`config.mk`:
```
export PLATFORM = sky130hd
export DESIGN_NAME = tcr_timer2
export DESIGN_NICKNAME = d
export VERILOG_FILES = /design/src/tcr_pkg.sv /design/src/tcr_phase_if.sv /design/src/tcr_phase_gen.sv /design/src/tcr_pin_sampler.sv /design/src/tcr_timer2.sv
export SDC_FILE = /design/constraint.sdc
export NUM_CORES = 1
export LEC_CHECK = 0
export ABC_AREA = 1
export BUFFER_PORTS_ARGS = -buffer_cell sky130_fd_sc_hd__clkbuf_2
export CORE_MARGIN = 10
export CORE_UTILIZATION = 23
export CTS_CLUSTER_DIAMETER = 60
export CTS_CLUSTER_SIZE = 25
export DETAILED_ROUTE_END_ITERATION = 8
export GPL_TIMING_DRIVEN = 0
export PLACE_DENSITY = 0.42
export SETUP_SLACK_MARGIN = 0.3
export SLEW_MARGIN = 20
export SYNTH_ARGS = -nofsm -noshare
export SYNTH_HDL_FRONTEND = slang
export SYNTH_SLANG_ARGS = --single-unit
```
`constraint.sdc`:
```
create_clock -name i_clk -period 4.2 [get_ports i_clk]
set_clock_uncertainty 0.1 [all_clocks]
set_input_delay 0.84 -clock i_clk [delete_from_list [all_inputs] [get_ports i_clk]]
set_output_delay 0.84 -clock i_clk [all_outputs]
set_load 0.03 [all_outputs]
```
`src/tcr_pkg.sv`:
```
// Constants shared by the timer 2 capture/reload counter files.
// Assumes the oscillator clock drives every flip-flop of the block.
package tcr_pkg;

    // ******************************************************
    // Register addresses in the special function space
    // ******************************************************
    localparam logic [7:0] ADDR_CTRL = 8'hC8;
    localparam logic [7:0] ADDR_MODE = 8'hC9;
    localparam logic [7:0] ADDR_CAPL = 8'hCA;
    localparam logic [7:0] ADDR_CAPH = 8'hCB;
    localparam logic [7:0] ADDR_CNTL = 8'hCC;
    localparam logic [7:0] ADDR_CNTH = 8'hCD;

    // ******************************************************
    // Field positions
    // ******************************************************
    localparam int unsigned BIT_OVF   = 7;
    localparam int unsigned BIT_EXT   = 6;
    localparam int unsigned BIT_RXSEL = 5;
    localparam int unsigned BIT_TXSEL = 4;
    localparam int unsigned BIT_TRGEN = 3;
    localparam int unsigned BIT_RUN   = 2;
    localparam int unsigned BIT_CSRC  = 1;
    localparam int unsigned BIT_CPRL  = 0;
    localparam int unsigned BIT_DOWN_COUNT_ENABLE  = 0;
    localparam int unsigned BIT_OE    = 1;

    // ******************************************************
    // Reset values and count limit
    // ******************************************************
    localparam logic [7:0]  CTRL_RST = 8'h00;
    localparam logic [1:0]  MODE_RST = 2'h0;
    localparam logic [15:0] CAP_RST  = 16'h0000;
    localparam logic [15:0] CNT_RST  = 16'h0000;
    localparam logic [15:0] CNT_MAX  = 16'hFFFF;
    localparam logic        PIN_IDLE = 1'b1;
    localparam logic [7:0]  RD_NONE  = 8'h00;

    // ******************************************************
    // Timing: oscillator period in ns, cycle length in states, the rest in oscillator periods
    // ******************************************************
    localparam int unsigned OSC_PERIOD_NS = 25;
    localparam int unsigned OSC_PER_STATE = 2;
    localparam int unsigned STATES_PER_MC = 6;
    localparam int unsigned OSC_PER_MC    = OSC_PER_STATE * STATES_PER_MC;
    // Phase index = (state - 1) * 2 + (phase - 1)
    localparam int unsigned SAMPLE_IDX    = 4 * OSC_PER_STATE + 1;
    localparam int unsigned UPDATE_IDX    = 2 * OSC_PER_STATE;

    typedef enum logic [1:0] {
        MODE_OFF,
        MODE_RELOAD,
        MODE_CAPTURE,
        MODE_BAUD
    } tcr_mode_t;

endpackage

```
`src/tcr_phase_if.sv`:
```
// Machine cycle phase strobes passed from the phase generator.
// Assumes all users sit on the oscillator clock.
`timescale 1ns/1ps
interface tcr_phase_if;
    logic state_stb;
    logic sample_stb;
    logic update_stb;

    modport src (output state_stb, output sample_stb, output update_stb);
    modport dst (input  state_stb, input  sample_stb, input  update_stb);
endinterface

```
`src/tcr_phase_gen.sv`:
```
// Machine cycle phase generator: state, sample and update strobes.
// Assumes i_clk is the oscillator clock.
`timescale 1ns/1ps
module tcr_phase_gen #(
    parameter int unsigned P_OSC_PER_MC = tcr_pkg::OSC_PER_MC
) (
    input  wire logic   i_clk,
    input  wire logic   i_reset,
    tcr_phase_if.src    ph
);
    if (P_OSC_PER_MC > 16 || P_OSC_PER_MC <= tcr_pkg::SAMPLE_IDX ||
        (P_OSC_PER_MC % 2) != 0) begin : g_chk
        $error("tcr_phase_gen: unsupported machine cycle length");
    end

    logic [3:0] osc_cnt_r;
    wire  [3:0] osc_cnt_nxt;

    assign osc_cnt_nxt = (osc_cnt_r == 4'(P_OSC_PER_MC - 1)) ? 4'h0
                                                            : osc_cnt_r + 4'h1;

    always_ff @(posedge i_clk or posedge i_reset) begin
        if (i_reset) begin
            osc_cnt_r     <= 4'h0;
            ph.state_stb  <= 1'b0;
            ph.sample_stb <= 1'b0;
            ph.update_stb <= 1'b0;
        end else begin
            osc_cnt_r     <= osc_cnt_nxt;
            ph.state_stb  <= osc_cnt_nxt[0];
            ph.sample_stb <= osc_cnt_nxt == 4'(tcr_pkg::SAMPLE_IDX);
            ph.update_stb <= osc_cnt_nxt == 4'(tcr_pkg::UPDATE_IDX);
        end
    end
endmodule // tcr_phase_gen

```
`src/tcr_pin_sampler.sv`:
```
// Pin synchroniser and once-per-machine-cycle sampler with fall detect.
// Assumes the pin is asynchronous to i_clk.
`timescale 1ns/1ps
module tcr_pin_sampler (
    input  wire logic   i_clk,
    input  wire logic   i_reset,
    tcr_phase_if.dst    ph,
    input  wire logic   i_pin,
    output logic        o_level,
    output logic        o_fall
);
    logic sync1_r;
    logic sync2_r;

    // Fall = high at the last sample point, low at this one
    always_ff @(posedge i_clk or posedge i_reset) begin
        if (i_reset) begin
            sync1_r <= tcr_pkg::PIN_IDLE;
            sync2_r <= tcr_pkg::PIN_IDLE;
            o_level <= tcr_pkg::PIN_IDLE;
            o_fall  <= 1'b0;
        end else begin
            sync1_r <= i_pin;
            sync2_r <= sync1_r;
            o_fall  <= ph.sample_stb & o_level & ~sync2_r;
            if (ph.sample_stb) begin
                o_level <= sync2_r;
            end
        end
    end
endmodule // tcr_pin_sampler

```
`src/tcr_timer2.sv`:
```
// Timer 2: 16-bit timer/counter with capture, auto-reload and baud mode.
// Assumes i_clk is the oscillator and the CPU drives the register port
// synchronously; count and trigger pins are asynchronous.
//
// Overview of operation
// Software keeps unused addresses clear; unmapped reads here return 0.
// Count overflow sets control bit 7; only software clears it.
// Overflow flag is never set while either baud source bit is 1.
// Enabled trigger pin fall causing capture or reload sets bit 6.
// Set trigger flag raises the timer interrupt request.
// With down count enabled the trigger flag raises no interrupt.
// Bit 5 routes this timer's overflows to receiver clock, else other.
// Bit 4 routes this timer's overflows to transmit clock, else other.
// Bit 3 lets trigger falls capture or reload unless in baud mode; here not in up/down mode either.
// Bit 2 starts counting when 1, timer fully off when 0; here enabled trigger falls still capture or reload at 0.
// Bit 1 picks machine cycles at 0, count pin falls at 1.
// Bit 0 picks capture at 1, reload on overflow or trigger at 0.
// Any baud source bit forces reload on every overflow.
// Three modes, capture, reload and baud, plus off via run.
// Timer operation counts once per 12 oscillator periods.
// Count pin sampled once per cycle; high then low gives one count.
// That count becomes visible at update phase of the next cycle.
// Count pin levels must last at least one full machine cycle.
// Capture mode without trigger is a plain 16-bit overflowing timer.
// Capture trigger copies the count into capture bytes, sets bit 6.
// Reload mode overflow past FFFF sets bit 7 and loads capture value.
// Baud mode timer counts every state time, half the oscillator.
// Down count enable resets to 0, so counting is upward.
// Low and high count bytes form one 16-bit counter.
// Interrupt request is overflow flag OR trigger flag.
`timescale 1ns/1ps
module tcr_timer2 (
    input  wire logic       i_clk,
    input  wire logic       i_reset,
    input  wire logic [7:0] i_sfr_addr,
    input  wire logic       i_sfr_wr,
    input  wire logic [7:0] i_sfr_wdata,
    input  wire logic       i_sfr_rd,
    output logic      [7:0] o_sfr_rdata,
    output logic            o_sfr_hit,
    input  wire logic       i_count_pin,
    input  wire logic       i_trigger_pin,
    input  wire logic       i_other_rx_tick,
    input  wire logic       i_other_tx_tick,
    output logic            o_rx_tick,
    output logic            o_tx_tick,
    output logic            o_irq
);

    // ******************************************************
    // Phase timing and pin sampling
    // ******************************************************
    tcr_phase_if u_ph ();

    tcr_phase_gen u_phase_gen (
        .i_clk   (i_clk),
        .i_reset (i_reset),
        .ph      (u_ph)
    );

    logic cnt_level;
    logic cnt_fall;
    logic trg_level;
    logic trg_fall;

    tcr_pin_sampler u_count_smp (
        .i_clk   (i_clk),
        .i_reset (i_reset),
        .ph      (u_ph),
        .i_pin   (i_count_pin),
        .o_level (cnt_level),
        .o_fall  (cnt_fall)
    );

    tcr_pin_sampler u_trig_smp (
        .i_clk   (i_clk),
        .i_reset (i_reset),
        .ph      (u_ph),
        .i_pin   (i_trigger_pin),
        .o_level (trg_level),
        .o_fall  (trg_fall)
    );

    // ******************************************************
    // Registers
    // ******************************************************
    logic [7:0]  ctrl_r;
    logic [7:0]  ctrl_nxt;
    logic [1:0]  mode_r;
    logic [1:0]  mode_nxt;
    logic [15:0] cap_r;
    logic [15:0] cap_nxt;
    logic [15:0] cnt_r;
    logic [15:0] cnt_nxt;
    logic [15:0] cnt_calc;
    logic        pend_r;

    // ******************************************************
    // Register port decode
    // ******************************************************
    wire wr_ctrl = i_sfr_wr & (i_sfr_addr == tcr_pkg::ADDR_CTRL);
    wire wr_mode = i_sfr_wr & (i_sfr_addr == tcr_pkg::ADDR_MODE);
    wire wr_capl = i_sfr_wr & (i_sfr_addr == tcr_pkg::ADDR_CAPL);
    wire wr_caph = i_sfr_wr & (i_sfr_addr == tcr_pkg::ADDR_CAPH);
    wire wr_cntl = i_sfr_wr & (i_sfr_addr == tcr_pkg::ADDR_CNTL);
    wire wr_cnth = i_sfr_wr & (i_sfr_addr == tcr_pkg::ADDR_CNTH);

    wire addr_hit = (i_sfr_addr >= tcr_pkg::ADDR_CTRL) &&
                    (i_sfr_addr <= tcr_pkg::ADDR_CNTH);

    // Unmapped addresses read as zero and claim nothing
    wire [7:0] rd_mux =
        (i_sfr_addr == tcr_pkg::ADDR_CTRL) ? ctrl_r :
        (i_sfr_addr == tcr_pkg::ADDR_MODE) ? {6'h00, mode_r} :
        (i_sfr_addr == tcr_pkg::ADDR_CAPL) ? cap_r[7:0] :
        (i_sfr_addr == tcr_pkg::ADDR_CAPH) ? cap_r[15:8] :
        (i_sfr_addr == tcr_pkg::ADDR_CNTL) ? cnt_r[7:0] :
        (i_sfr_addr == tcr_pkg::ADDR_CNTH) ? cnt_r[15:8] :
                                             tcr_pkg::RD_NONE;

    // ******************************************************
    // Mode decode
    // ******************************************************
    wire ovf_flag  = ctrl_r[tcr_pkg::BIT_OVF];
    wire ext_flag  = ctrl_r[tcr_pkg::BIT_EXT];
    wire rx_sel    = ctrl_r[tcr_pkg::BIT_RXSEL];
    wire tx_sel    = ctrl_r[tcr_pkg::BIT_TXSEL];
    wire trig_en   = ctrl_r[tcr_pkg::BIT_TRGEN];
    wire run       = ctrl_r[tcr_pkg::BIT_RUN];
    wire src_pin   = ctrl_r[tcr_pkg::BIT_CSRC];
    wire cap_sel   = ctrl_r[tcr_pkg::BIT_CPRL];
    wire down_en   = mode_r[tcr_pkg::BIT_DOWN_COUNT_ENABLE];
    wire baud      = rx_sel | tx_sel;

    tcr_pkg::tcr_mode_t op_mode;
    assign op_mode = !run    ? tcr_pkg::MODE_OFF :
                     baud    ? tcr_pkg::MODE_BAUD :
                     cap_sel ? tcr_pkg::MODE_CAPTURE
                             : tcr_pkg::MODE_RELOAD;

    wire updown    = down_en & ~cap_sel & ~baud;
    wire count_dn  = updown & ~trg_level;

    // Pin counts wait for the update phase of the following cycle
    wire pend_nxt  = cnt_fall | (pend_r & ~u_ph.update_stb);
    wire pin_tick  = pend_r & u_ph.update_stb;
    wire clk_tick  = baud ? u_ph.state_stb : u_ph.update_stb;
    wire inc_tick  = run & (src_pin ? pin_tick : clk_tick);

    wire at_max    = cnt_r == tcr_pkg::CNT_MAX;
    wire ovf_evt   = inc_tick & ~count_dn & at_max;
    wire unf_evt   = inc_tick & count_dn & (cnt_r == cap_r);
    wire roll_evt  = ovf_evt | unf_evt;
    // An overflow implies run, so only capture mode keeps counting on
    wire rld_ovf   = ovf_evt & (op_mode != tcr_pkg::MODE_CAPTURE);

    // In up/down mode the trigger pin is direction, not an event
    wire trig_act  = trg_fall & trig_en & ~updown;
    wire cap_evt   = trig_act & cap_sel & ~baud;
    wire rld_trig  = trig_act & ~cap_sel & ~baud;
    wire ovf_set   = roll_evt & ~baud;
    wire ext_set   = trig_act;
    wire ext_tog   = roll_evt & updown;
    wire irq_nxt   = ovf_flag | (ext_flag & ~down_en);

    wire [15:0] cnt_step = count_dn ? cnt_r - 16'h0001 : cnt_r + 16'h0001;

    // ******************************************************
    // Next state
    // ******************************************************
    always_comb begin
        if (rld_ovf || rld_trig) begin
            cnt_calc = cap_r;
        end else if (unf_evt) begin
            cnt_calc = tcr_pkg::CNT_MAX;
        end else if (inc_tick) begin
            cnt_calc = cnt_step;
        end else begin
            cnt_calc = cnt_r;
        end
    end

    // Software writes to the count win over the hardware update
    assign cnt_nxt = {wr_cnth ? i_sfr_wdata : cnt_calc[15:8],
                      wr_cntl ? i_sfr_wdata : cnt_calc[7:0]};

    assign cap_nxt = cap_evt ? cnt_r :
                     {wr_caph ? i_sfr_wdata : cap_r[15:8],
                      wr_capl ? i_sfr_wdata : cap_r[7:0]};

    // Hardware setting of a flag beats a software clear in the same cycle
    always_comb begin
        ctrl_nxt = wr_ctrl ? i_sfr_wdata : ctrl_r;
        ctrl_nxt[tcr_pkg::BIT_OVF] = ctrl_nxt[tcr_pkg::BIT_OVF] | ovf_set;
        ctrl_nxt[tcr_pkg::BIT_EXT] =
            ext_set | (ctrl_nxt[tcr_pkg::BIT_EXT] ^ ext_tog);
    end

    assign mode_nxt = wr_mode ? i_sfr_wdata[1:0] : mode_r;

    // ******************************************************
    // Flip-flops
    // ******************************************************
    always_ff @(posedge i_clk or posedge i_reset) begin
        if (i_reset) begin
            ctrl_r <= tcr_pkg::CTRL_RST;
            mode_r <= tcr_pkg::MODE_RST;
            cap_r  <= tcr_pkg::CAP_RST;
            cnt_r  <= tcr_pkg::CNT_RST;
            pend_r <= 1'b0;
        end else begin
            ctrl_r <= ctrl_nxt;
            mode_r <= mode_nxt;
            cap_r  <= cap_nxt;
            cnt_r  <= cnt_nxt;
            pend_r <= pend_nxt;
        end
    end

    always_ff @(posedge i_clk or posedge i_reset) begin
        if (i_reset) begin
            o_sfr_rdata <= tcr_pkg::RD_NONE;
            o_sfr_hit   <= 1'b0;
            o_irq       <= 1'b0;
            o_rx_tick   <= 1'b0;
            o_tx_tick   <= 1'b0;
        end else begin
            o_sfr_rdata <= i_sfr_rd ? rd_mux : tcr_pkg::RD_NONE;
            o_sfr_hit   <= (i_sfr_rd | i_sfr_wr) & addr_hit;
            o_irq       <= irq_nxt;
            o_rx_tick   <= rx_sel ? ovf_evt : i_other_rx_tick;
            o_tx_tick   <= tx_sel ? ovf_evt : i_other_tx_tick;
        end
    end

    wire sw_cnt_wr = wr_cntl | wr_cnth;
    // Nothing but the machine cycle strobe may move the count
    wire timer_quiet = run & ~sw_cnt_wr & ~rld_trig & ~src_pin & ~baud;
endmodule // tcr_timer2

```
### After elaboration in Yosys (flattened, before gate mapping)

Cells that the tools add are included.

| word-level totals | value |
|---|---|
| memories kept | 0 |
| latch bits | 0 |
| output and inout port bits | 12 |
| memory bits (writable) | 0 |
| memory bits (read-only) | 0 |
| register bits after elaboration | 70 |
| bits of input ports | 24 |

| cells by class | value |
|---|---|
| add/subtract/negate cells | 3 |
| eq/ne operators | 12 |
| multipliers | 0 |
| div/mod/pow operators | 0 |
| mux-type cells | 25 |
| magnitude comparators | 2 |
| shift-type cells | 0 |
| bitwise logic cells | 48 |
| reduce and logical (&&, ||, !) cells | 6 |

Operator list:

| operator | count |
|---|---|
| $mux 8 | 12 |
| $mux 16 | 5 |
| $eq 8x8->1 const B | 6 |
| $and 1x1->1 | 31 |
| $add 16x1->16 const B | 1 |
| $eq 16x16->1 | 1 |
| $eq 16x16->1 const B | 1 |
| $sub 16x1->16 const B | 1 |
| $not 1->1 | 9 |
| $eq 4x4->1 const B | 2 |
| $ge 8x8->1 const B | 1 |
| $le 8x8->1 const B | 1 |
| $reduce_bool 4->1 | 2 |
| $or 1x1->1 | 7 |
| $mux 2 | 3 |
| $add 4x1->4 const B | 1 |
| $eq 4x3->1 const B | 1 |
| $mux 1 | 4 |
| $mux 4 | 1 |
| $reduce_bool 2->1 | 2 |
| $ne 2x2->1 const B | 1 |
| $logic_and 1x1->1 | 1 |
| $logic_or 1x1->1 | 1 |
| $xor 1x1->1 | 1 |

### Longest topological paths before layout

Gate-level depths: netlist of run 1.

| depth | value |
|---|---|
| depth after elaboration | 11 |
| depth in mapped cells | 18 |
| depth with buffers taken out | 17 |

### Modules after synthesis

From an unflattened synthesis of run 1, not the netlist that was laid out.

| unflattened totals | value |
|---|---|
| cells, all modules | 719 |
| area total of the unflattened synthesis | 4,901.0 µm² |

Modules (own cells, without submodules):

| module | instances | area an instance (µm²) | cells an instance |
|---|---|---|---|
| tcr_timer2 | 1 | 4,374.2 | 667 |
| tcr_phase_gen | 1 | 266.5 | 30 |
| tcr_pin_sampler | 2 | 130.1 | 11 |

### Least setup slack after synthesis of run 1

No wires, ideal clock.

| timing path | value |
|---|---|
| path kind | input port to flip-flop |
| from | input port i_sfr_addr[6] |
| to | register cap_r[0] |
| setup time | 130 ps |
| path buffers | 0 |
| arrival time | 2,024 ps |
| setup slack | 1,945 ps |
| data required time | 3,970 ps |
| cell stages on the path | 11 |
| path through | nand2_1 -> nor3_1 -> nand2_1 -> nor2_1 -> inv_2 -> nor2_2 -> inv_1 -> nor2_2 -> inv_2 -> o21ai_2 -> o21ai_0 |

| on the way | value |
|---|---|
| word-level cells in the longest chain between the ends | 3 |

Ends and longest elaborated chain:

| item | line | source |
|---|---|---|
| from (decl) | tcr_timer2.sv:35 | `input wire logic [7:0] i_sfr_addr,` |
| $eq 8x8->1 | tcr_timer2.sv:103 | `wire wr_capl = i_sfr_wr & (i_sfr_addr == tcr_pkg::ADDR_CAPL);` |
| $and 1x1->1 | tcr_timer2.sv:103 |  |
| $reduce_bool 2->1 (no source line) | - |  |
| to (signal assigned) | tcr_timer2.sv:208 | `cap_r <= tcr_pkg::CAP_RST;` |
| to (signal assigned) | tcr_timer2.sv:214 | `cap_r <= cap_nxt;` |
| to (decl) | tcr_timer2.sv:91 | `logic [15:0] cap_r;` |

Every way passes these cells.
A chain may end at the register's enable or synchronous reset.

### Final worst setup path of run 1

| timing path | value |
|---|---|
| from | register u_trig_smp.o_level |
| to | register cnt_r[8] |

| on the way | value |
|---|---|
| word-level cells in the longest chain between the ends | 9 |
| elaborated cells between the ends (all ways) | 15 |
| classes of those cells | mux (5); bitwise (8); reduce/logical (2) |

Ends and longest elaborated chain:

| item | line | source |
|---|---|---|
| from (decl) | tcr_pin_sampler.sv:9 | `output logic o_level,` |
| from (signal assigned) | tcr_pin_sampler.sv:20 | `o_level <= tcr_pkg::PIN_IDLE;` |
| from (signal assigned) | tcr_pin_sampler.sv:27 | `o_level <= sync2_r;` |
| $not 1->1 (*) | tcr_timer2.sv:142 | `wire count_dn = updown & ~trg_level;` |
| $and 1x1->1 (*) | tcr_timer2.sv:142 |  |
| $not 1->1 | tcr_timer2.sv:151 | `wire ovf_evt = inc_tick & ~count_dn & at_max;` |
| $and 1x1->1 (2 in series) | tcr_timer2.sv:151 |  |
| $and 1x1->1 | tcr_timer2.sv:155 | `wire rld_ovf = ovf_evt & (op_mode != tcr_pkg::MODE_CAPTURE);` |
| $logic_or 1x1->1 | tcr_timer2.sv:172 | `if (rld_ovf \|\| rld_trig) begin` |
| $mux 16 | tcr_timer2.sv:172 |  |
| $mux 8 | tcr_timer2.sv:184 | `assign cnt_nxt = {wr_cnth ? i_sfr_wdata : cnt_calc[15:8],` |
| to (signal assigned) | tcr_timer2.sv:209 | `cnt_r <= tcr_pkg::CNT_RST;` |
| to (signal assigned) | tcr_timer2.sv:215 | `cnt_r <= cnt_nxt;` |
| to (decl) | tcr_timer2.sv:93 | `logic [15:0] cnt_r;` |

Every way passes the cells marked *; elsewhere a longest branch is shown, timed or not. The select of a mux whose other input is x is not followed.

==> results of run 1 <==
[power breakdown]
group | internal [µW] | switching, µW | total, µW
Sequential | 756 | 189 | 945
Combinational | 312 | 667 | 979
Clock | 404 | 326 | 730
Total | 1470 | 1180 | 2650
[kinds of logic after synthesis]
kind of cell,count (synthesis),share of synthesized area (%)
AND/OR/NAND/NOR,341,32.0
AO/OA/AOI/OAI,147,18.6
buffers and inverters,140,11.6
flip-flops,69,34.6
XOR/XNOR,14,2.45
adder cells (fa/ha/maj),3,0.750
[per-stage QoR]
step,setup WS (ns),utilization [%],total power (µW)
final,1.63,27.5,2650
after global routing,1.42,27.5,2830
after CTS,1.62,27.5,2660
after detailed placement,1.38,26.2,1930
after global placement,0.342,26.0,1930
after floorplan,1.53,-,1580
[layout make-up]
class / instances / area (µm²)
Buffer: 14 / 106
Clock buffer: 10 / 229
Clock inverter: 6 / 47.5
Fill cell: 2400 / 15400
Inverter: 126 / 475
Multi-Input combinational cell: 505 / 2690
Sequential cell: 69 / 1730
Tap cell: 275 / 344
Timing Repair Buffer: 36 / 203
[synthesized netlist by cell type (all sizes together) (10+ instances only)]
cell | count | area share [%]
a21oi | 28 | 3.6
a22oi | 16 | 2.4
a41oi | 10 | 1.7
buf | 10 | 1.8
dfrtp | 63 | 31
inv | 124 | 9.3
nand2 | 196 | 16
nand3 | 37 | 5.0
nand4 | 14 | 1.7
nor2 | 78 | 6.9
o21ai | 75 | 8.0
xor2 | 12 | 2.1
[worst max-delay path, stage by stage (launching register included)]
cell and delay [ns]:
sky130_fd_sc_hd__dfstp_2 0.36, sky130_fd_sc_hd__inv_1 0.10, sky130_fd_sc_hd__buf_2 0.28, sky130_fd_sc_hd__nand4_1 0.26, sky130_fd_sc_hd__nand2_1 0.16, sky130_fd_sc_hd__inv_1 0.05, sky130_fd_sc_hd__ha_1 0.17, sky130_fd_sc_hd__inv_1 0.05
sky130_fd_sc_hd__nand2_1 0.07, sky130_fd_sc_hd__nand4_1 0.16, sky130_fd_sc_hd__nand2_1 0.13, sky130_fd_sc_hd__a21oi_1 0.20, sky130_fd_sc_hd__inv_1 0.06, sky130_fd_sc_hd__nand2_1 0.07, sky130_fd_sc_hd__nand3_2 0.11, sky130_fd_sc_hd__nand2_2 0.08
sky130_fd_sc_hd__a21oi_2 0.04
[worst paths after layout]
check                                    start                  endpoint  slack [ns]  depth (start not counted)
min                        u_count_smp.sync1_r       u_count_smp.sync2_r        0.26                          0
min reg2reg                u_count_smp.sync1_r       u_count_smp.sync2_r        0.26                          0
max reg2reg                 u_trig_smp.o_level                  cnt_r[8]        1.63                         16
min in group asynchronous              i_reset  u_phase_gen.osc_cnt_r[1]        0.35                          2
max in group asynchronous              i_reset        u_trig_smp.o_level        3.05                          3
max                         u_trig_smp.o_level                  cnt_r[8]        1.63                         16
[flip-flops by register name, summed over array words and instances, names as in the netlist, 2 cells and up]
signal and flops:
o_sfr_rdata 8, u_phase_gen.osc_cnt_r 4, cap_r 16, ctrl_r 8, mode_r 2, cnt_r 16
[routing by layer]
metal	part of all wire [%]	wire length, µm	vias to the layer above	GRT usage [%]
met2	44	8340	135	20.0
li1	-	-	2415	-
met3	5.9	1120	31	3.07
met4	2.5	464	0	4.35
met1	47	8890	2283	18.1
met5	0	0	-	0
==> load_flow_metrics.sql, run 1 <==
INSERT INTO impl_metrics (metric_group, metric, value, unit) VALUES
('status', 'run_status', 'finished, final reports clean', ''),
('cts', 'numCtsBuffers', '9', ''),
('placed_design', 'number_of_placed_cells_counting_well_taps', '1025', ''),
('cts', 'cts_resized', '0', ''),
('sta', 'achievable_frequency', '389', 'MHz'),
('synthesis', 'synth-warning-count', '0', ''),
('cts', 'post-cts-setup-buffers', '0', ''),
('critical_path', 'signal_arrival_time_at_the_worst_endpoint', '2.70', 'ns'),
('floorplanning', 'design.core.area', '0.0212', 'mm²'),
('cts', 'clk_pin_slew', '0.06', 'ns'),
('min_path', 'timing.hold.worst.class', 'reg -> reg', ''),
('sta', 'slew_headroom', '58.3', '%'),
('critical_path', 'timing.critical_path.required', '4.33', 'ns'),
('sta', 'slew_viol_final', '0', ''),
('synthesis', 'synth_async_sr_flop_share', '100', '%'),
('run', 'cap_viol_max_count', '0', ''),
('floorplanning', 'rows', '53', ''),
('detailed_routing', 'routed_wire_length_per_instance', '18.1', 'µm'),
('detailed_routing', 'vias_per_cell', '4.67', ''),
('sta', 'period_needed', '2.57', 'ns'),
('grt', 'overflow', '0', ''),
('cts', 'ctsHoldBuffers', '0', ''),
('finish', 'finish.cell_count_without_fillers', '1041', ''),
('grt', 'gr-usage-all-layers', '13.3', '%'),
('placed_design', 'portBuffers', '35', ''),
('grt', 'grt_pass1_vias', '4818', ''),
('detailed_routing', 'drtPass1Iterations', '5', ''),
('cts', 'tritoncts_num_sinks', '69', ''),
('finish', 'layout-drive-gt1-share', '18.7', '%'),
('sta', 'hold_viol', '0', ''),
('synthesis', 'synth_flop_cell', 'sky130_fd_sc_hd__dfrtp_1', ''),
('cts', 'clock_tree_from_tritoncts', 'yes', ''),
('synthesis', 'post_synth.cell_area_avg', '7.01', 'µm²'),
('power', 'leakage', '0.00285', 'µW'),
('cts', 'htree_levels', '3', ''),
('power', 'ir_drop', '0.193', 'mV'),
('synthesis', 'synthDistinctLibCells', '49', ''),
('synthesis', 'synth_area', '0.00500', 'mm²'),
('sta', 'worst_slew_pin_slew', '0.624', 'ns'),
('grt', 'initial_antenna_violation_count', '0', ''),
('floorplanning', 'dieArea', '0.0281', 'mm²'),
('finish', 'mostFrequentLayoutCell', 'sky130_fd_sc_hd__nand2_1', ''),
('finish', 'layout.cells.most_common_list', 'sky130_fd_sc_hd__nand2_1, sky130_fd_sc_hd__inv_1, sky130_fd_sc_hd__nor2_1', ''),
('finish', 'fin_area', '0.00583', 'mm²'),
('sta', 'fin_setup_tns', '0', 'ns'),
('synthesis', 'synthCells', '714', ''),
('placed_design', 'detailedPlacementHpwl', '14900', 'µm'),
('detailed_routing', 'dr.first_iter.drc_count', '407', ''),
('detailed_routing', 'postRouteWirelength', '18800', 'µm'),
('placed_design', 'dpl_cell_area', '0.00555', 'mm²'),
('placed_design', 'finalWeightedCongestion', '0.944', ''),
('finish', 'insertedDiodeCount', '0', ''),
('critical_path', 'critical_path_peak_fanout', '10', ''),
('grt', 'grt_max_degree', '50', ''),
('synthesis', 'synth_enable_flop_cells', '0', ''),
('finish', 'flow.area_growth_from_synthesis', '16.5', '%'),
('sta', 'finalSetupViolations', '0', ''),
('synthesis', 'synth.ff_latch_count', '69', ''),
('finish', 'final_nets', '788', ''),
('cts', 'clock-root-buffer', 'sky130_fd_sc_hd__clkbuf_16', ''),
('grt', 'grt_pass1_wl', '29200', 'µm'),
('critical_path', 'crit_path_end_kind', 'flop', ''),
('floorplanning', 'effective_utilization_at_floorplan', '23.6', '%'),
('critical_path', 'path_class', 'reg -> reg', ''),
('synthesis', 'synth_seq_area_share', '34.7', '%'),
('floorplanning', 'die_y', '168', 'µm'),
('synthesis', 'postSynthNetCount', '741', ''),
('cts', 'clk_path_buf_depth', '2', ''),
('floorplanning', 'ioPinCount', '36', ''),
('sta', 'grt_setup_unrepaired', 'no', ''),
('detailed_routing', 'vias', '4864', ''),
('sta', 'layout_worst_path_cycle_share', '61.2', '%'),
('power', 'power_per_cell_area', '455', 'mW/mm²'),
('floorplanning', 'die-width', '168', 'µm'),
('sta', 'fin_worst_hold_slack', '0.256', 'ns'),
('detailed_routing', 'number_of_remaining_drc_errors', '0', ''),
('cts', 'insertion_delay_to_the_later_sink_of_the_worst_skew_pair', '0.34', 'ns'),
('detailed_routing', 'final_antenna_net_count', '0', ''),
('critical_path', 'critical_path.startpoint_type', 'flop', '');
Power figures use the tool's default switching activity.
==> run 2, diff against run 1 <==
==> constraint.sdc (replaced) <==
create_clock -name i_clk -period 2.4 [get_ports i_clk]
set_clock_uncertainty 0.1 [all_clocks]
set_input_delay 0.48 -clock i_clk [delete_from_list [all_inputs] [get_ports i_clk]]
set_output_delay 0.48 -clock i_clk [all_outputs]
set_load 0.03 [all_outputs]
==> load_flow_metrics.sql, run 2 (synthesized netlist as in run 1, its figures left out) <==
INSERT INTO impl_metrics (metric_group, metric, value, unit) VALUES
('status', 'run_status', 'finished, final reports clean', ''),
('sta', 'finalSetupViolations', '0', ''),
('floorplanning', 'dieArea', '0.0281', 'mm²'),
('finish', 'layout.cells.most_common_list', 'sky130_fd_sc_hd__nand2_1, sky130_fd_sc_hd__inv_1, sky130_fd_sc_hd__nor2_1', ''),
('power', 'leakage', '0.00311', 'µW'),
('power', 'power.total', '5210', 'µW'),
('sta', 'worst_slew_pin_slew', '0.526', 'ns'),
('detailed_routing', 'dr.first_iter.drc_count', '378', ''),
('floorplanning', 'effective_utilization_at_floorplan', '23.6', '%'),
('cts', 'clk_path_buf_depth', '2', ''),
('grt', 'initial_antenna_violation_count', '0', ''),
('finish', 'final_nets', '827', ''),
('cts', 'insertion_delay_to_the_later_sink_of_the_worst_skew_pair', '0.34', 'ns'),
('floorplanning', 'ioPinCount', '36', ''),
('sta', 'achievable_frequency', '429', 'MHz'),
('critical_path', 'signal_arrival_time_at_the_worst_endpoint', '2.50', 'ns'),
('finish', 'finish.utilization', '30.5', '%'),
('grt', 'grt_pass1_vias', '4984', ''),
('floorplanning', 'die_y', '168', 'µm'),
('sta', 'hold_viol', '0', ''),
('detailed_routing', 'vias', '5091', ''),
('cts', 'tritoncts_num_sinks', '69', ''),
('placed_design', 'finalWeightedCongestion', '0.976', ''),
('floorplanning', 'design.core.area', '0.0212', 'mm²'),
('finish', 'flow.area_growth_from_synthesis', '29.4', '%'),
('critical_path', 'path_cells', 'nor2_4, nand3_4, buf_8, nand2_4, nand2_2, inv_2, ha_4, inv_2, nand2_2, nand4_1, o21bai_4, xor2_1, o21bai_1, a21oi_2', ''),
('cts', 'numCtsBuffers', '9', ''),
('critical_path', 'timing.critical_path.slowest_cell_delay', '0.43', 'ns'),
('sta', 'layout_setup_ws', '0.0690', 'ns'),
('finish', 'insertedDiodeCount', '0', ''),
('detailed_routing', 'routed_wire_length_per_instance', '17.9', 'µm'),
('detailed_routing', 'vias_per_cell', '4.71', ''),
('grt', 'gr-usage-all-layers', '13.6', '%'),
('power', 'power_per_cell_area', '804', 'mW/mm²'),
('sta', 'slew_viol_final', '0', ''),
('detailed_routing', 'drtPass1Iterations', '5', ''),
('floorplanning', 'rows', '53', ''),
('critical_path', 'critical_path.startpoint_type', 'flop', ''),
('finish', 'reg.largest.list', 'cap_r x16, cnt_r x16', ''),
('grt', 'grt_pass1_wl', '29700', 'µm'),
('placed_design', 'detailedPlacementHpwl', '14800', 'µm'),
('critical_path', 'critPathTopFamily', 'simple AND/OR/NAND/NOR gates', ''),
('cts', 'clock_tree_from_tritoncts', 'yes', ''),
('grt', 'overflow', '0', ''),
('grt', 'grt_max_degree', '29', ''),
('detailed_routing', 'number_of_remaining_drc_errors', '0', ''),
('sta', 'grt_setup_unrepaired', 'yes', ''),
('cts', 'clock-root-buffer', 'sky130_fd_sc_hd__clkbuf_16', ''),
('finish', 'mostFrequentLayoutCell', 'sky130_fd_sc_hd__nand2_1', ''),
('floorplanning', 'die-width', '168', 'µm'),
('sta', 'fin_setup_tns', '0', 'ns'),
('critical_path', 'worst-path-buf-inv', '3', ''),
('critical_path', 'cp_slowest_cell', 'sky130_fd_sc_hd__dfrtp_1', ''),
('critical_path', 'critical_path_peak_fanout', '3', ''),
('power', 'ir_drop', '0.417', 'mV'),
('critical_path', 'crit_path_end_kind', 'flop', ''),
('finish', 'layout-drive-gt1-share', '30.2', '%'),
('sta', 'period_needed', '2.33', 'ns'),
('sta', 'slew_headroom', '64.9', '%'),
('sta', 'layout_worst_path_cycle_share', '97.1', '%'),
('detailed_routing', 'postRouteWirelength', '19300', 'µm'),
('cts', 'htree_levels', '3', ''),
('run', 'cap_viol_max_count', '0', ''),
('detailed_routing', 'final_antenna_net_count', '0', ''),
('placed_design', 'placement.setup.worst_slack', '-0.114', 'ns'),
('cts', 'clk_pin_slew', '0.06', 'ns'),
('min_path', 'timing.hold.worst.class', 'in -> async', ''),
('placed_design', 'portBuffers', '35', ''),
('critical_path', 'timing.critical_path.required', '2.57', 'ns'),
('critical_path', 'path_class', 'reg -> reg', '');
-- run 2: cell types whose count changed in the layout (fill, tap and decap cells not counted), sizes merged --
cell	change
buf	+39
bufinv	+2
clkbuf	+1
clkinv	-5
clkinvlp	+2
-- run 2: report_power, final --
part / total [µW] / internal, µW / switching [µW]
logic: 2150 / 749 / 1400
registers: 1600 / 1340 / 266
clock network: 1450 / 914 / 539
total: 5210 / 3000 / 2210
-- run 2: repair_timing --
action / CTS / global route
gates resized for setup: 58 / 40
hold buffers: 0 / 0
gates cloned: 2 / 0
setup buffers: 30 / 6
setup endpoints to repair: 33 / 34
pin swaps: 23 / 25
-- run 2: worst paths after layout --
| check | end | startpoint | slack (ns) | depth (start not counted) |
|---|---|---|---|---|
| max | cnt_r[6] | ctrl_r[4] | 0.07 | 14 |
| min | ctrl_r[6] | i_reset | 0.07 | 2 |
| max reg2reg | cnt_r[6] | ctrl_r[4] | 0.07 | 14 |
| min reg2reg | u_count_smp.sync2_r | u_count_smp.sync1_r | 0.26 | 0 |
| max in group asynchronous | u_count_smp.sync1_r | i_reset | 1.55 | 3 |
| min in group i_clk | u_trig_smp.sync1_r | i_trigger_pin | 0.12 | 1 |
-- run 2: worst register-to-register path, delay by kind of cell (launching register included) --
kind                     cells  cell delay (ns)
AO/OA/AOI/OAI                3             0.51
XOR/XNOR                     1             0.21
adder cells (fa/ha/maj)      1             0.12
buffers and inverters        3             0.23
flip-flops                   1             0.43
AND/OR/NAND/NOR              6             0.66
-- run 2: routing by layer --
layer | vias up | global-route usage [%] | routed length [µm]
met5 | - | 0 | 0
met4 | 0 | 4.20 | 389
met3 | 31 | 2.53 | 941
met2 | 180 | 20.8 | 8630
met1 | 2389 | 18.8 | 9320
li1 | 2491 | - | -
-- run 2: stage by stage --
step	hold slack, ns	instances	area, µm²
2_1_floorplan	0.245	714	5010
3_3_place_gp	0.246	1024	5530
3_5_place_dp	0.247	1026	5570
4_1_cts	0.0722	1074	6320
5_1_grt	0.0963	1080	6470
6_report	0.0660	1080	6470
-- run 2: final cells by class --
cell class	count	area [µm²]
Buffer	14	130
Clock buffer	11	233
Clock inverter	5	83.8
Fill cell	2378	14700
Inverter	126	484
Multi-Input combinational cell	505	2920
Sequential cell	69	1750
Tap cell	275	344
Timing Repair Buffer	75	537
==> run 3, diff against run 2 <==
--- a/config.mk
+++ b/config.mk
@@ -6,14 +6,15 @@
 export NUM_CORES = 1
 export LEC_CHECK = 0
 export ABC_AREA = 1
-export BUFFER_PORTS_ARGS = -buffer_cell sky130_fd_sc_hd__clkbuf_2
 export CORE_MARGIN = 10
 export CORE_UTILIZATION = 23
 export CTS_CLUSTER_DIAMETER = 60
 export CTS_CLUSTER_SIZE = 25
 export DETAILED_ROUTE_END_ITERATION = 8
+export DONT_BUFFER_PORTS = 1
 export GPL_TIMING_DRIVEN = 0
-export PLACE_DENSITY = 0.42
+export HOLD_SLACK_MARGIN = 0.03
+export PLACE_DENSITY = 0.4
 export SETUP_SLACK_MARGIN = 0.3
 export SLEW_MARGIN = 20
 export SYNTH_ARGS = -nofsm -noshare
==> constraint.sdc (replaced) <==
create_clock -name i_clk -period 2.4 [get_ports i_clk]
set_clock_uncertainty 0.1 [all_clocks]
set_input_delay 0.36 -clock i_clk [delete_from_list [all_inputs] [get_ports i_clk]]
set_output_delay 0.36 -clock i_clk [all_outputs]
set_load 0.03 [all_outputs]
==> load_flow_metrics.sql, run 3 (synthesized netlist as in run 1, its figures left out) <==
INSERT INTO impl_metrics (metric_group, metric, value, unit) VALUES
('status', 'run_status', 'finished, final reports clean', ''),
('sta', 'slew_viol_final', '0', ''),
('sta', 'achievable_frequency', '435', 'MHz'),
('critical_path', 'setup.worst_path.end', 'cnt_r[10]', ''),
('critical_path', 'worst_path_most_repeated_cell', 'sky130_fd_sc_hd__nand2_1', ''),
('grt', 'initial_antenna_violation_count', '0', ''),
('critical_path', 'path_class', 'reg -> reg', ''),
('finish', 'final_nets', '800', ''),
('critical_path', 'timing.critical_path.required', '2.57', 'ns'),
('detailed_routing', 'drtPass1Iterations', '5', ''),
('power', 'power_per_cell_area', '814', 'mW/mm²'),
('min_path', 'timing.hold.worst.class', 'in -> reg', ''),
('grt', 'grt_max_degree', '30', ''),
('min_path', 'worstHoldPathCells', '2', ''),
('finish', 'multi_input_comb_area', '0.00296', 'mm²'),
('critical_path', 'worstSetupStartpoint', 'ctrl_r[4]', ''),
('finish', 'finish.utilization', '30.5', '%'),
('power', 'sw_frac_of_total', '43.0', '%'),
('finish', 'insertedDiodeCount', '0', ''),
('critical_path', 'path_cells', 'nor2_4, buf_6, nand4_1, buf_4, buf_6, nand2_4, nand4_1, o21bai_2, nand2_1, nand2_1, nand2_1, nand3_2, nand2_2, a21oi_2', ''),
('sta', 'finalSetupViolations', '0', ''),
('detailed_routing', 'postRouteWirelength', '19700', 'µm'),
('cts', 'clock-root-buffer', 'sky130_fd_sc_hd__clkbuf_16', ''),
('grt', 'grt_pass1_wl', '30400', 'µm'),
('detailed_routing', 'routed_wire_length_per_instance', '18.7', 'µm'),
('floorplanning', 'effective_utilization_at_floorplan', '23.6', '%'),
('finish', 'mostFrequentLayoutCell', 'sky130_fd_sc_hd__nand2_1', ''),
('critical_path', 'critical_path.startpoint_type', 'flop', ''),
('detailed_routing', 'dr.first_iter.drc_count', '350', ''),
('critical_path', 'worst_r2r_startpoint', 'ctrl_r[4]', ''),
('power', 'clkPwrFrac', '26.4', '%'),
('sta', 'slew_headroom', '65.8', '%'),
('power', 'power_report.internal_total', '3000', 'µW'),
('placed_design', 'finalWeightedCongestion', '0.953', ''),
('cts', 'insertion_delay_to_the_later_sink_of_the_worst_skew_pair', '0.34', 'ns'),
('critical_path', 'critical_path_peak_fanout', '3', ''),
('critical_path', 'critical_path.reg2reg.endpoint', 'cnt_r[10]', ''),
('power', 'power.total', '5270', 'µW'),
('sta', 'grt_setup_unrepaired', 'yes', ''),
('sta', 'worst_slew_pin_slew', '0.514', 'ns'),
('detailed_routing', 'final_antenna_net_count', '0', ''),
('power', 'ir_drop', '0.426', 'mV'),
('sta', 'hold_viol', '0', ''),
('finish', 'layout.cells.most_common_list', 'sky130_fd_sc_hd__nand2_1, sky130_fd_sc_hd__inv_1, sky130_fd_sc_hd__nor2_1', ''),
('finish', 'finish.cell_count_without_fillers', '1053', ''),
('floorplanning', 'dieArea', '0.0281', 'mm²'),
('grt', 'grt_pass1_vias', '4957', ''),
('run', 'cap_viol_max_count', '0', ''),
('grt', 'overflow', '0', ''),
('critical_path', 'signal_arrival_time_at_the_worst_endpoint', '2.47', 'ns'),
('sta', 'period_needed', '2.30', 'ns'),
('placed_design', 'detailedPlacementHpwl', '15200', 'µm'),
('cts', 'clk_path_buf_depth', '2', ''),
('finish', 'layout-drive-gt1-share', '28.5', '%'),
('critical_path', 'critPathTopFamily', 'simple AND/OR/NAND/NOR gates', ''),
('critical_path', 'crit_path_end_kind', 'flop', ''),
('floorplanning', 'design.core.area', '0.0212', 'mm²'),
('floorplanning', 'ioPinCount', '36', ''),
('cts', 'clock_tree_from_tritoncts', 'yes', ''),
('critical_path', 'cp_slowest_cell', 'sky130_fd_sc_hd__dfrtp_1', ''),
('finish', 'filler_cell_count', '2326', ''),
('placed_design', 'number_of_placed_cells_counting_well_taps', '991', ''),
('critical_path', 'timing.reg2reg.worst_path_depth', '14', ''),
('power', 'pwr-share-seq', '31.1', '%'),
('sta', 'layout_worst_path_cycle_share', '95.7', '%'),
('finish', 'flow.area_growth_from_synthesis', '29.4', '%'),
('finish', 'reg.largest.list', 'cap_r x16, cnt_r x16', ''),
('grt', 'gr-usage-all-layers', '13.9', '%'),
('detailed_routing', 'number_of_remaining_drc_errors', '0', ''),
('critical_path', 'worst-path-buf-inv', '3', ''),
('detailed_routing', 'vias', '4916', ''),
('power', 'net_load_switching_power', '2270', 'µW'),
('cts', 'htree_levels', '3', ''),
('placed_design', 'portBuffers', '0', ''),
('floorplanning', 'rows', '53', ''),
('power', 'combPwrFrac', '42.5', '%'),
('cts', 'clk_pin_slew', '0.06', 'ns'),
('detailed_routing', 'vias_per_cell', '4.67', ''),
('critical_path', 'r2r_slack', '0.10', 'ns'),
('critical_path', 'worstSetupPathDepth', '14', ''),
('cts', 'tritoncts_num_sinks', '69', ''),
('floorplanning', 'die_y', '168', 'µm'),
('cts', 'numCtsBuffers', '9', ''),
('finish', 'register_area', '0.00175', 'mm²'),
('floorplanning', 'die-width', '168', 'µm'),
('power', 'leakage', '0.00302', 'µW'),
('critical_path', 'timing.critical_path.slowest_cell_delay', '0.43', 'ns');
run 3: changes by cell type in the layout (fill, tap and decap cells not counted), moves of 3 or more:
cell / previous run / this run
sky130_fd_sc_hd__nand2_2: 35 / 32
sky130_fd_sc_hd__dlygate4sd3_1: 0 / 5
sky130_fd_sc_hd__buf_12: 3 / 6
sky130_fd_sc_hd__dfrtp_2: 10 / 14
sky130_fd_sc_hd__xor2_1: 12 / 9
sky130_fd_sc_hd__dfrtp_1: 53 / 49
sky130_fd_sc_hd__nand3_1: 24 / 21
sky130_fd_sc_hd__buf_6: 5 / 12
sky130_fd_sc_hd__clkbuf_2: 37 / 1
sky130_fd_sc_hd__buf_4: 38 / 31
sky130_fd_sc_hd__xor2_2: 0 / 3
sky130_fd_sc_hd__nor2_1: 57 / 60
run 3: layer usage:
metal | share of wire, % | vias to the layer above | global-route usage [%]
met4 | 1.4 | 0 | 3.60
met1 | 48 | 2342 | 19.6
li1 | - | 2439 | -
met3 | 5.1 | 16 | 2.27
met2 | 46 | 119 | 21.6
met5 | 0 | - | 0
run 3: worst min-delay path by stage:
stage | start | to | slack [ns]
after floorplan | u_count_smp.sync1_r | u_count_smp.sync2_r | 0.25
after global placement | u_trig_smp.sync1_r | u_trig_smp.sync2_r | 0.25
after detailed placement | i_reset | o_tx_tick | 0.13
after CTS | i_other_tx_tick | o_tx_tick | 0.03
after global routing | i_other_rx_tick | o_rx_tick | 0.05
final | i_other_tx_tick | o_tx_tick | 0.04
run 3: area by class of cell:
type / count / area share [%]
inverters: 126 / 7.55
flip-flops and latches: 69 / 27.0
plain buffers: 14 / 2.16
clock inverters: 5 / 0.927
multi-input cells: 505 / 45.8
clock buffers: 11 / 3.75
repair buffers: 48 / 7.51
well taps: 275 / 5.31
run 3: timing repair:
item,CTS,global route
setup buffers,29,11
endpoints found under the hold margin,16,0
hold buffers,5,0
resized for setup,64,52
setup endpoints to repair,33,36
cloned,1,0
pin swaps,26,18
run 3: power by group through the flow:
stage                     sequential (µW)  combinational, µW  clock [µW]
after global routing                 1650               2460        1470
after floorplan                      1510               1250           0
final                                1640               2240        1390
after CTS                            1630               1950        1420
after global placement               1680               1680           0
after detailed placement             1670               1690           0
run 3: metrics by stage:
step                setup slack [ns]  instance area, µm²  TNS (ns)  hold WS, ns
floorplan                      0.310                5010         0        0.245
global placement              -0.170                5350    -0.613        0.246
detailed placement            -0.186                5390    -0.782        0.131
CTS                           0.0607                6240         0       0.0304
global route                 -0.0549                6480    -0.105       0.0498
finish                         0.103                6480         0       0.0388
